File: src/design/vsp_pkg.sv
// Purpose: shared constants and types of the video sync processor
// Assumes: 25 MHz system clock, APB register access
// Notes: register indices map to byte address four times the index
package vsp_pkg;
  // register indices; byte address is four times the index
  localparam logic [7:0] IDX_THRESH = 8'h11;
  localparam logic [7:0] IDX_HPOL = 8'h12;
  localparam logic [7:0] IDX_CPOL = 8'h18;
  localparam logic [7:0] IDX_SLICE = 8'h1d;
  localparam logic [7:0] IDX_CTRL = 8'h30;
  localparam logic [7:0] IDX_STATUS = 8'h31;
  // field positions
  localparam int HPOL_LSB = 4;
  localparam int CPOL_LSB = 5;
  localparam int SLICE_LSB = 3;
  localparam int CTRL_SRC_BIT = 5;
  localparam int CTRL_EXTCLK_BIT = 6;
  localparam int CTRL_INSEL_BIT = 7;
  localparam int STAT_FIELD_BIT = 16;
  // reset values
  localparam logic [7:0] RST_THRESH = 8'h20;
  localparam logic [7:0] RST_HPOL = 8'h30;
  localparam logic [7:0] RST_CPOL = 8'h60;
  localparam logic [7:0] RST_SLICE = 8'h80;
  localparam logic [7:0] RST_CTRL = 8'h00;
  // timing
  localparam int CLK_NS = 40;
  localparam int UNIT_NS = 200;
  localparam logic [2:0] UNIT_CYC = 3'((UNIT_NS + CLK_NS - 1) / CLK_NS);
  localparam logic [1:0] HS_PULSE_CYC = 2'h3;

  typedef struct packed {
    logic [7:0] thresh;
    logic [7:0] hpol;
    logic [7:0] cpol;
    logic [7:0] slice;
    logic [7:0] ctrl;
    logic [31:0] prdata;
    logic pready;
    logic pslverr;
    logic [1:0] hs_m;
    logic [1:0] hs_s;
    logic [1:0] gs_m;
    logic [1:0] gs_s;
    logic co_m;
    logic co_s;
    logic comp;
    logic [2:0] unit;
    logic [7:0] wid;
    logic [7:0] tail;
    logic vs;
    logic [1:0] hs_pulse;
    logic hs_out;
    logic [15:0] line_cnt;
    logic [15:0] line_len;
    logic [11:0] hcount;
    logic [11:0] hcount_lat;
    logic field;
    logic fs_out;
    logic coast;
    logic pll_ref;
    logic gs_out;
  } vsp_state_type;
endpackage

File: src/design/vsp_sync_proc.sv
// Purpose: sync processor of a video capture front end
// Assumes: sync inputs and coast pin are asynchronous to clk_i
// Notes: the analog slicer and clock phase shifter sit outside this logic
// Operation
// RQ1: sampling clock phase is set in 32 steps of 11.25 degrees.
// RQ2: line sync output gets the same phase shift as the sampling clock.
// RQ3: phase stepping keeps working with an external pixel clock.
// RQ4: while coast is active the PLL reference is held, line sync ignored.
// RQ5: coast polarity comes from bits 6:5 of register coast_polarity_config; the code reads bit 5 only.
// RQ6: line sync polarity comes from bits 5:4 of register hsync_polarity_config.
// RQ7: polarity value one means active high, zero active low.
// RQ8: internal coast is derived from the vertical sync.
// RQ9: outputs field flag, line and frame sync, line count, green sync.
// RQ10: separator input is the slicer output or the line sync inputs.
// RQ11: slicer level is bits 7:3 of register slicer_level_config; output is composite.
// RQ12: separator threshold is N from register separator_threshold times 200 ns.
// RQ13: pulses shorter than the threshold are dropped, longer pass as vsync.
// RQ14: extracted vertical sync lags the original by the threshold.
// RQ15: the 200 ns unit may vary twenty percent; logic must tolerate it.
// RQ16: vsync filter keeps edges apart from line sync, makes field flag.
// RQ17: line sync regenerator rebuilds clean line sync for counting.
`timescale 1ns/1ns
`default_nettype none
module vsp_sync_proc (
  input wire logic clk_i,
  input wire logic rst_i,
  input wire logic psel_i,
  input wire logic penable_i,
  input wire logic pwrite_i,
  input wire logic [11:0] paddr_i,
  input wire logic [31:0] pwdata_i,
  output logic [31:0] prdata_o,
  output logic pready_o,
  output logic pslverr_o,
  input wire logic [1:0] line_sync_inputs_i,
  input wire logic [1:0] green_sync_inputs_i,
  input wire logic coast_pin_i,
  output logic [4:0] phase_step_o,
  output logic ext_clk_sel_o,
  output logic [4:0] slicer_level_o,
  output logic coast_o,
  output logic pll_ref_o,
  output logic line_sync_output_o,
  output logic frame_sync_output_o,
  output logic green_sync_output_o,
  output logic field_o
);
  // ==========================================================
  // state
  vsp_pkg::vsp_state_type s;
  vsp_pkg::vsp_state_type next_s;
  logic [7:0] idx;
  logic setup;
  logic wr;
  logic hs_act;
  logic gs_act;
  logic co_act;
  logic comp;
  logic unit_tick;
  logic hs_edge;
  logic vs_rise;

  // map a byte address to a register index; misaligned is unmapped
  function automatic logic mapped(input logic [11:0] a);
    logic [7:0] i;
    i = a[9:2];
    mapped = (a[1:0] == 2'h0) && (a[11:10] == 2'h0) &&
      (i == vsp_pkg::IDX_THRESH || i == vsp_pkg::IDX_HPOL ||
       i == vsp_pkg::IDX_CPOL || i == vsp_pkg::IDX_SLICE ||
       i == vsp_pkg::IDX_CTRL || i == vsp_pkg::IDX_STATUS);
  endfunction

  // apply a programmed polarity: one is active high
  function automatic logic active(input logic lvl, input logic pol);
    active = pol ? lvl : ~lvl; // see RQ7
  endfunction

  // ==========================================================
  // decoded terms
  assign idx = paddr_i[9:2];
  assign setup = psel_i && !penable_i && !s.pready;
  assign wr = psel_i && penable_i && s.pready && pwrite_i && !s.pslverr;
  // line sync input selected by ctrl, polarity per input
  assign hs_act = active(s.hs_s[s.ctrl[vsp_pkg::CTRL_INSEL_BIT]],
    s.hpol[vsp_pkg::HPOL_LSB + 32'(s.ctrl[vsp_pkg::CTRL_INSEL_BIT])]); // see RQ6
  // green sync is always negative going
  assign gs_act = ~s.gs_s[s.ctrl[vsp_pkg::CTRL_INSEL_BIT]];
  assign co_act = active(s.co_s, s.cpol[vsp_pkg::CPOL_LSB]); // see RQ5
  // composite source: line sync inputs or slicer output
  assign comp = s.ctrl[vsp_pkg::CTRL_SRC_BIT] ? hs_act : gs_act; // see RQ10
  assign unit_tick = (s.unit == vsp_pkg::UNIT_CYC - 3'h1);
  // regenerator accepts an edge only past half the last line period
  assign hs_edge = comp && !s.comp &&
    (s.line_cnt >= {1'b0, s.line_len[15:1]}); // see RQ17
  // same condition that sets vs below; kept off next_s to avoid a loop
  assign vs_rise = comp && s.thresh != 8'h0 && s.wid >= s.thresh &&
    !s.vs;

  // ==========================================================
  // next state
  always_comb begin
    next_s = s;
    // synchronisers; first stage feeds only the second
    next_s.hs_m = line_sync_inputs_i;
    next_s.hs_s = s.hs_m;
    next_s.gs_m = green_sync_inputs_i;
    next_s.gs_s = s.gs_m;
    next_s.co_m = coast_pin_i;
    next_s.co_s = s.co_m;

    // apb: answer one cycle after setup, zero wait states after that
    next_s.pready = setup;
    next_s.pslverr = setup && !mapped(paddr_i);
    next_s.prdata = 32'h0;
    // refused reads return zero, misaligned ones included
    if (setup && !pwrite_i && mapped(paddr_i)) begin
      case (idx)
        vsp_pkg::IDX_THRESH: next_s.prdata = {24'h0, s.thresh};
        vsp_pkg::IDX_HPOL: next_s.prdata = {24'h0, s.hpol};
        vsp_pkg::IDX_CPOL: next_s.prdata = {24'h0, s.cpol};
        vsp_pkg::IDX_SLICE: next_s.prdata = {24'h0, s.slice};
        vsp_pkg::IDX_CTRL: next_s.prdata = {24'h0, s.ctrl};
        vsp_pkg::IDX_STATUS: begin
          next_s.prdata = {20'h0, s.hcount_lat};
          next_s.prdata[vsp_pkg::STAT_FIELD_BIT] = s.field;
        end
        default: next_s.prdata = 32'h0;
      endcase
    end
    if (wr) begin
      case (idx)
        vsp_pkg::IDX_THRESH: next_s.thresh = pwdata_i[7:0]; // see RQ12
        vsp_pkg::IDX_HPOL: next_s.hpol = pwdata_i[7:0];
        vsp_pkg::IDX_CPOL: next_s.cpol = pwdata_i[7:0];
        vsp_pkg::IDX_SLICE: next_s.slice = pwdata_i[7:0]; // see RQ11
        vsp_pkg::IDX_CTRL: next_s.ctrl = pwdata_i[7:0]; // see RQ1
        default: next_s.ctrl = s.ctrl;
      endcase
    end

    // separator time base restarts on every composite edge, so the
    // threshold is counted from the pulse's own start
    next_s.comp = comp;
    next_s.unit = (comp != s.comp || unit_tick) ? 3'h0 : s.unit + 3'h1;
    // width in 200 ns units while the pulse lasts; wide margin against
    // timebase drift since line and frame pulses differ hugely
    if (!comp) begin
      next_s.wid = 8'h0; // see RQ15
    end else if (unit_tick && s.wid != 8'hff) begin
      next_s.wid = s.wid + 8'h1;
    end
    // pass as vsync once width reaches N units; shorter pulses never do
    if (comp && s.thresh != 8'h0 && s.wid >= s.thresh) begin
      next_s.vs = 1'b1; // see RQ13
      next_s.tail = s.thresh;
    end else if (!comp && s.vs) begin
      // trailing edge also held back by N units
      if (s.tail == 8'h0) begin
        next_s.vs = 1'b0; // see RQ14
      end else if (unit_tick) begin
        next_s.tail = s.tail - 8'h1;
      end
    end

    // line sync regenerator and line period measurement
    if (s.line_cnt != 16'hffff) begin
      next_s.line_cnt = s.line_cnt + 16'h1;
    end
    if (s.hs_pulse != 2'h0) begin
      next_s.hs_pulse = s.hs_pulse - 2'h1;
    end
    if (hs_edge) begin
      next_s.line_len = s.line_cnt;
      next_s.line_cnt = 16'h0;
      next_s.hs_pulse = vsp_pkg::HS_PULSE_CYC;
      if (s.hcount != 12'hfff) begin
        next_s.hcount = s.hcount + 12'h1;
      end
    end
    next_s.hs_out = hs_edge || (s.hs_pulse > 2'h1); // see RQ2

    // vsync filter: field flag and line count per frame
    if (vs_rise) begin
      next_s.hcount_lat = s.hcount; // see RQ9
      next_s.hcount = 12'h0;
      next_s.field = s.line_cnt >= {1'b0, s.line_len[15:1]}; // see RQ16
    end
    // frame edge never rises with a line edge; the rise slips one cycle
    if (!(hs_edge && vs_rise)) begin
      next_s.fs_out = next_s.vs; // see RQ16
    end

    // coast from pin or from vsync; PLL reference frozen while active
    next_s.coast = co_act || s.vs; // see RQ8
    next_s.pll_ref = s.coast ? s.pll_ref : hs_act; // see RQ4
    next_s.gs_out = gs_act;
  end

  // ==========================================================
  // registers
  always_ff @(posedge clk_i) begin
    if (rst_i) begin
      s <= '0;
      s.thresh <= vsp_pkg::RST_THRESH;
      s.hpol <= vsp_pkg::RST_HPOL;
      s.cpol <= vsp_pkg::RST_CPOL;
      s.slice <= vsp_pkg::RST_SLICE;
      s.ctrl <= vsp_pkg::RST_CTRL;
    end else begin
      s <= next_s;
    end
  end

  // ==========================================================
  // outputs; phase code serves both sampling clock and line sync
  assign prdata_o = s.prdata;
  assign pready_o = s.pready;
  assign pslverr_o = s.pslverr;
  assign phase_step_o = s.ctrl[4:0]; // see RQ1
  assign ext_clk_sel_o = s.ctrl[vsp_pkg::CTRL_EXTCLK_BIT]; // see RQ3
  assign slicer_level_o = s.slice[7:vsp_pkg::SLICE_LSB]; // see RQ11
  assign coast_o = s.coast;
  assign pll_ref_o = s.pll_ref;
  assign line_sync_output_o = s.hs_out;
  assign frame_sync_output_o = s.fs_out;
  assign green_sync_output_o = s.gs_out;
  assign field_o = s.field;

  // run length of the regenerated line pulse, check helper only;
  // a counter is cheaper for the tools than a long repetition
  logic [2:0] ls_run;
  always_ff @(posedge clk_i) begin
    if (rst_i) begin
      ls_run <= 3'h0;
    end else if (!line_sync_output_o) begin
      ls_run <= 3'h0;
    end else if (ls_run != 3'h7) begin
      ls_run <= ls_run + 3'h1;
    end
  end
endmodule // vsp_sync_proc
`default_nettype wire

File: config.mk
export PLATFORM = sky130hd
export DESIGN_NAME = vsp_sync_proc
export DESIGN_NICKNAME = d
export VERILOG_FILES = /design/src/design/vsp_pkg.sv /design/src/design/vsp_sync_proc.sv
export SDC_FILE = /design/constraint.sdc
export NUM_CORES = 1
export LEC_CHECK = 0
export BUFFER_PORTS_ARGS = -buffer_cell sky130_fd_sc_hd__clkbuf_2
export CORE_UTILIZATION = 30
export DETAILED_ROUTE_END_ITERATION = 10
export SYNTH_ARGS = -nofsm -noshare
export SYNTH_HDL_FRONTEND = slang
export SYNTH_SLANG_ARGS = --single-unit
File: constraint.sdc
create_clock -name clk_i -period 7.52 [get_ports clk_i]
set_input_delay 0.752 -clock clk_i [delete_from_list [all_inputs] [get_ports clk_i]]
set_output_delay 0.752 -clock clk_i [all_outputs]
set_load 0.005 [all_outputs]
== Word-level counts from Yosys, hierarchy flattened ==
Index checks and enable logic that the tools add are counted.

* Bits in registers: 169
* Input port bits: 54
* Output and inout port bits: 51

* Add/subtract/negate cells: 7
* $lt $le $gt $ge: 5
* Eq/ne operators: 12
* Mux-type cells: 17
* Bitwise operators: 5
* Reductions and logical operators: 55

{| class="wikitable"
|+ Operators with widths
! cell !! number
|-
| $pmux 17 s6 || 1
|-
| $eq 8x5->1 const B || 4
|-
| $logic_and 1x1->1 || 19
|-
| $mux 9 || 2
|-
| $add 16x1->16 const B || 1
|-
| $eq 8x6->1 const B || 2
|-
| $ge 16x15->1 || 1
|-
| $mux 8 || 2
|-
| $ne 16x16->1 const B || 1
|-
| $add 12x1->12 const B || 1
|-
| $ne 12x12->1 const B || 1
|-
| $reduce_and 2->1 || 6
|-
| $reduce_or 2->1 || 5
|-
| $mux 1 || 9
|-
| $add 8x1->8 const B || 1
|-
| $ge 8x8->1 || 1
|-
| $logic_not 1->1 || 8
|-
| $logic_not 8->1 || 1
|-
| $logic_or 1x1->1 || 8
|-
| $ne 8x8->1 const B || 1
|-
| $reduce_bool 2->1 || 4
|-
| $reduce_bool 8->1 || 1
|-
| $sub 8x1->8 const B || 1
|-
| $not 1->1 || 5
|-
| 13 further kinds || 15
|}

== Depth between registers and ports, before layout ==
* Word-level depth: 10
* Mapped depth: 10

== Worst setup path before layout ==
Ideal clock, no wire load.

* Path type: register -> register
* Start: reg s[45] in the netlist's numbering
* End: reg s[38] in the netlist's numbering
* Setup time: 0.128 ns
* Arrival: 2.255 ns
* Required time: 7.392 ns
* Slack: 5.137 ns
* Stages on the path, launching flop included: 11
* Path buffers: 2
* Period minus slack after synthesis: 2.383 ns
* Cell sequence: dfxtp_1 -> inv_1 -> ha_1 -> nand2b_1 -> a2111o_1 -> a32oi_1 -> a21bo_1 -> buf_4 -> buf_6 -> mux2i_1 -> nor2_1

* Word-level cells in the longest chain between the ends: 2

{| class="wikitable"
|+ Ends and longest elaborated chain
! element !! line !! RTL
|-
| start, declared || vsp_sync_proc.sv:50 || <nowiki>vsp_pkg::vsp_state_type s;</nowiki>
|-
| start signal, assigned || vsp_sync_proc.sv:210 || <nowiki>s <= next_s;</nowiki>
|-
| $ge 16x15->1 || vsp_sync_proc.sv:94 || <nowiki>(s.line_cnt >= {1'b0, s.line_len[15:1]});</nowiki>
|-
| $logic_and 1x1->1 || vsp_sync_proc.sv:93 || <nowiki>assign hs_edge = comp && !s.comp &&</nowiki>
|}

No other way between the ends.
A chain may end at the register's enable or synchronous reset.

== Worst setup path in the final report ==
* Start: reg s[45] in the netlist's numbering
* End: reg s[60] in the netlist's numbering

* Word-level cells in the longest chain between the ends: 3
* Elaborated cells between the ends (all ways): 5
* Classes of those cells: add/sub (1); order compare (1); eq/ne (1); reduce/logical (2)

{| class="wikitable"
|+ Ends and longest elaborated chain
! element !! line
|-
| $ge 16x15->1 || vsp_sync_proc.sv:94
|-
| $logic_and 1x1->1 || vsp_sync_proc.sv:93
|-
| $reduce_or 2->1 (no line) || -
|}

Several ways; a longest one is shown, not always the timed one.

==> key figures <==
Yosys
  – Main combinational cell family by area after synthesis: simple AND/OR/NAND/NOR gates
  – Post-synth EDFFs: 0
  – Avg Inst Size Synth: 9.00 um^2
  – Top cell type's share of synthesized area: 0.419
  – Area leader, netlist: dfxtp_1
  – Simple-gate share of the synthesized area: 0.199
  – Yosys cell types: 67
  – Synth Instances: slightly below 800
  – Post-synthesis mux area share: 0.0890
  – Synth Area in Adders: 0.0579
  – Warnings from Yosys: 0
  – Synth Cell Area: 7130 um^2
  – Fraction of registers with async set/reset: 0
  – Main synth FF type: dfxtp_1
  – Largest cells by area after synthesis: dfxtp_1, mux2i_1, ha_1
  – Area share of xor/xnor cells in the synthesized design: 0.0283
  – Post-synthesis sequential area ratio: 0.419
  – Compound-Gate Fraction of Synth Area: 0.120
  – Synth Register Bits: 149

Clocking
  – CTS tree: done
  – # clock sinks: 149
  – Setup Fix Bufs, Post-CTS: 0
  – Cells resized by post-CTS repair: 0
  – Max Root-Sink Buffers: 2
  – Root Buffer: clkbuf_16
  – Worst skew pair latency: 0.42 ns
  – H-tree depth: 4
  – Hold_buf cts: 0
  – CTS Buf Count: 17
  – Clock-pin slew on the worst setup and hold paths: 0.06 ns

Routing
  – Via density: 4.67
  – DRC: 0
  – Wire per inst: 13.1 um
  – Starting DRT DRC Count: 273
  – Total number of vias: 5362
  – Total Wirelength: 15000 um
  – DRT antenna net count: 0
  – Router iterations before antenna repair: 5

Power
  – Clock network fraction of total power: 0.524
  – Sw frac: 0.202
  – Worst ir drop on vdd: 0.155 mV
  – Sequential power share: 0.433
  – Internal Power: about 1.5 mW
  – Comb pwr share: 0.042
  – Cell Pwr Density: about 230 nW/um^2
  – P_leak: 3.07 nW
  – Switching pwr: approximately 0.38 mW
  – Overall power: ~1.9 mW

STA
  – Relative max-transition margin: 0.364
  – Final Cycle Share: 0.435
  – Max Slew Vio Count: 0
  – Final Critical Period: between 3 and 4 ns
  – Hold slack: approximately 0.44 ns
  – Worst Tran Pin Value: 0.954 ns
  – Final WS setup: ~4.2 ns
  – Final Setup Violations: 0
  – Setup TNS Final: 0 ns
  – Final Hold Viols: 0
  – RSZ-0062 raised after global routing: false
  – Fmax: about 0.31 GHz
  – Skew final: slightly above 0.009 ns

Floorplan
  – Core Area: 23400 um^2
  – Chip width: 156 um
  – Die Ht: 156 um
  – Site Rows: 56
  – Ports: roughly 110
  – DIE AREA: 24400 um^2
  – Initial Utilization: 0.304

Final layout
  – Layout net count: 902
  – Layout cells sized above 1: 0.124
  – Non-Filler Instances: 1147
  – Antenna diode count: 0
  – Area Overhead vs Synth: 13.7%
  – Fin util: 0.346
  – Finished layout cell area: 8100 um^2

Run
  – Max-cap violations: 0

GRT
  – Global Route met3 Usage: 0.0261
  – Busiest grt layer: met2
  – Largest net degree at the start of global routing: slightly above 50
  – Vias in the first global route: 4981
  – GRT overflow: 0
  – First-pass GRT wire length: 24900 um
  – Grt met1 use: 0.165
  – Total GRT Usage: 0.128
  – Antenna violations before repair: 0
  – Routing usage on met2: 0.208

Placement
  – Placed Cells: 1115
  – Placed Instance Area: 7430 um^2
  – IO buf count: 61
  – Detailed placement HPWL: 10400 um
  – RePlAce Congestion: 0.784
  – Place WS: about 4.2 ns

Setup path
  – Crit Path Class: register to register
  – Crit. End Element: register
  – Path depth of the worst reg2reg path: 8
  – Worst EP required: 7.85 ns
  – R2r setup slk: between 4 and 5 ns
  – Crit start category: register
  – Crit-path max FO: 21
  – R2R Path End: s[60]$_SDFFE_PP0P_
  – Critical path origin: s[45]$_SDFFE_PP0P_
  – CP arrival: 3.61 ns
  – Critical path destination: s[60]$_SDFFE_PP0P_
  – RR Startpoint: s[45]$_SDFFE_PP0P_

Hold path
  – Worst min path class: register to register

Status
  – Run status: completed
==> kinds of logic (layout without fill, tap and decap cells) <==
group / count (synthesis) / in the layout
xor gates and xnor gates: 23 / 23
other: 1 / 19
DFF: 149 / 149
and+or+nand+nor: 281 / 281
muxes: 62 / 62
adders and majority gates: 33 / 33
AOI/OAI and AO/OA: 128 / 128
buffers and inverters: 115 / 133
==> per-layer routing <==
| layer | up-vias | wire length (um) |
|---|---|---|
| met2 | 106 | 6870 |
| met3 | 12 | 516 |
| li1 | 2751 | - |
| met1 | 2493 | 7410 |
| met5 | - | 0 |
| met4 | 0 | 204 |
==> layout make-up <==
| class | count | area [um^2] |
|---|---|---|
| Tap cell | 319 | 399 |
| Inverter | 39 | 146 |
| Sequential cell | 149 | 2980 |
| Fill cell | 2413 | 15300 |
| Timing Repair Buffer | 62 | 313 |
| Clock buffer | 23 | 448 |
| Clock inverter | 9 | 224 |
| Multi-Input combinational cell | 546 | 3590 |
==> worst min-delay path by stage <==
stage,to,cells past startpoint,startpoint
2_1_floorplan,green_sync_output_o$_SDFF_PP0_,1,s[88]$_SDFF_PP0_
3_3_place_gp,s[91]$_SDFF_PP0_,1,next_s[91]$_SDFF_PP0_
3_5_place_dp,s[85]$_SDFF_PP0_,1,next_s[85]$_SDFF_PP0_
4_1_cts,s[85]$_SDFF_PP0_,1,next_s[85]$_SDFF_PP0_
5_1_grt,s[87]$_SDFF_PP0_,1,next_s[87]$_SDFF_PP0_
6_report,s[85]$_SDFF_PP0_,1,next_s[85]$_SDFF_PP0_
==> flip-flops by register name, indices dropped and copies added (netlist names) <==
name                 cells
s                      112
pslverr_o                1
ext_clk_sel_o            1
field_o                  1
line_sync_output_o       1
next_s                   5
pll_ref_o                1
slicer_level_o           5
coast_o                  1
prdata_o                13
pready_o                 1
frame_sync_output_o      1
green_sync_output_o      1
phase_step_o             5
==> power by group through the flow <==
stage	Combinational [mW]	Sequential (mW)	Clock, mW
5_1_grt	0.0889	0.807	1.03
4_1_cts	0.0801	0.806	0.997
3_3_place_gp	0.0785	0.823	0
3_5_place_dp	0.0797	0.824	0
6_report	0.0789	0.806	0.976
2_1_floorplan	0.0633	0.822	0
==> synthesized netlist by cell type, types with 5 or more instances <==
| cell type | n |
|---|---|
| ha_1 | 33 |
| o21ai_0 | 25 |
| nor2b_1 | 14 |
| nor2_1 | 99 |
| nor3_1 | 9 |
| inv_1 | 39 |
| xnor2_1 | 5 |
| mux2i_1 | 60 |
| nand2b_1 | 7 |
| and3_1 | 13 |
| buf_2 | 8 |
| a21oi_1 | 40 |
| or4_1 | 6 |
| clkbuf_1 | 21 |
| a31oi_1 | 11 |
| and2_1 | 11 |
| a22o_1 | 8 |
| nor4_1 | 6 |
| a222oi_1 | 8 |
| xor2_1 | 18 |
| dfxtp_1 | 149 |
| nand4_1 | 14 |
| nand2_1 | 60 |
| or3_1 | 5 |
| a211oi_1 | 8 |
| nand3_1 | 15 |
| buf_4 | 44 |
==> layout by cell type, fill, tap and decap left out, types with 15 or more instances in the layout <==
cell / n
o21ai_0: 25
clkbuf_2: 60
nand2_1: 60
nand3_1: 15
conb_1: 19
inv_1: 39
clkbuf_16: 17
xor2_1: 18
ha_1: 33
dfxtp_1: 149
a21oi_1: 40
nor2_1: 99
mux2i_1: 60
==> critical path, cell delays in order, from the launching register on <==
cell	delay, ns
dfxtp_1	0.43
inv_1	0.07
ha_1	0.26
nand2b_1	0.14
a2111o_1	0.40
a32oi_1	0.40
a21bo_1	0.81
nand2_2	0.41
a211oi_1	0.26
Note: power is estimated with default switching activity, not from simulation.
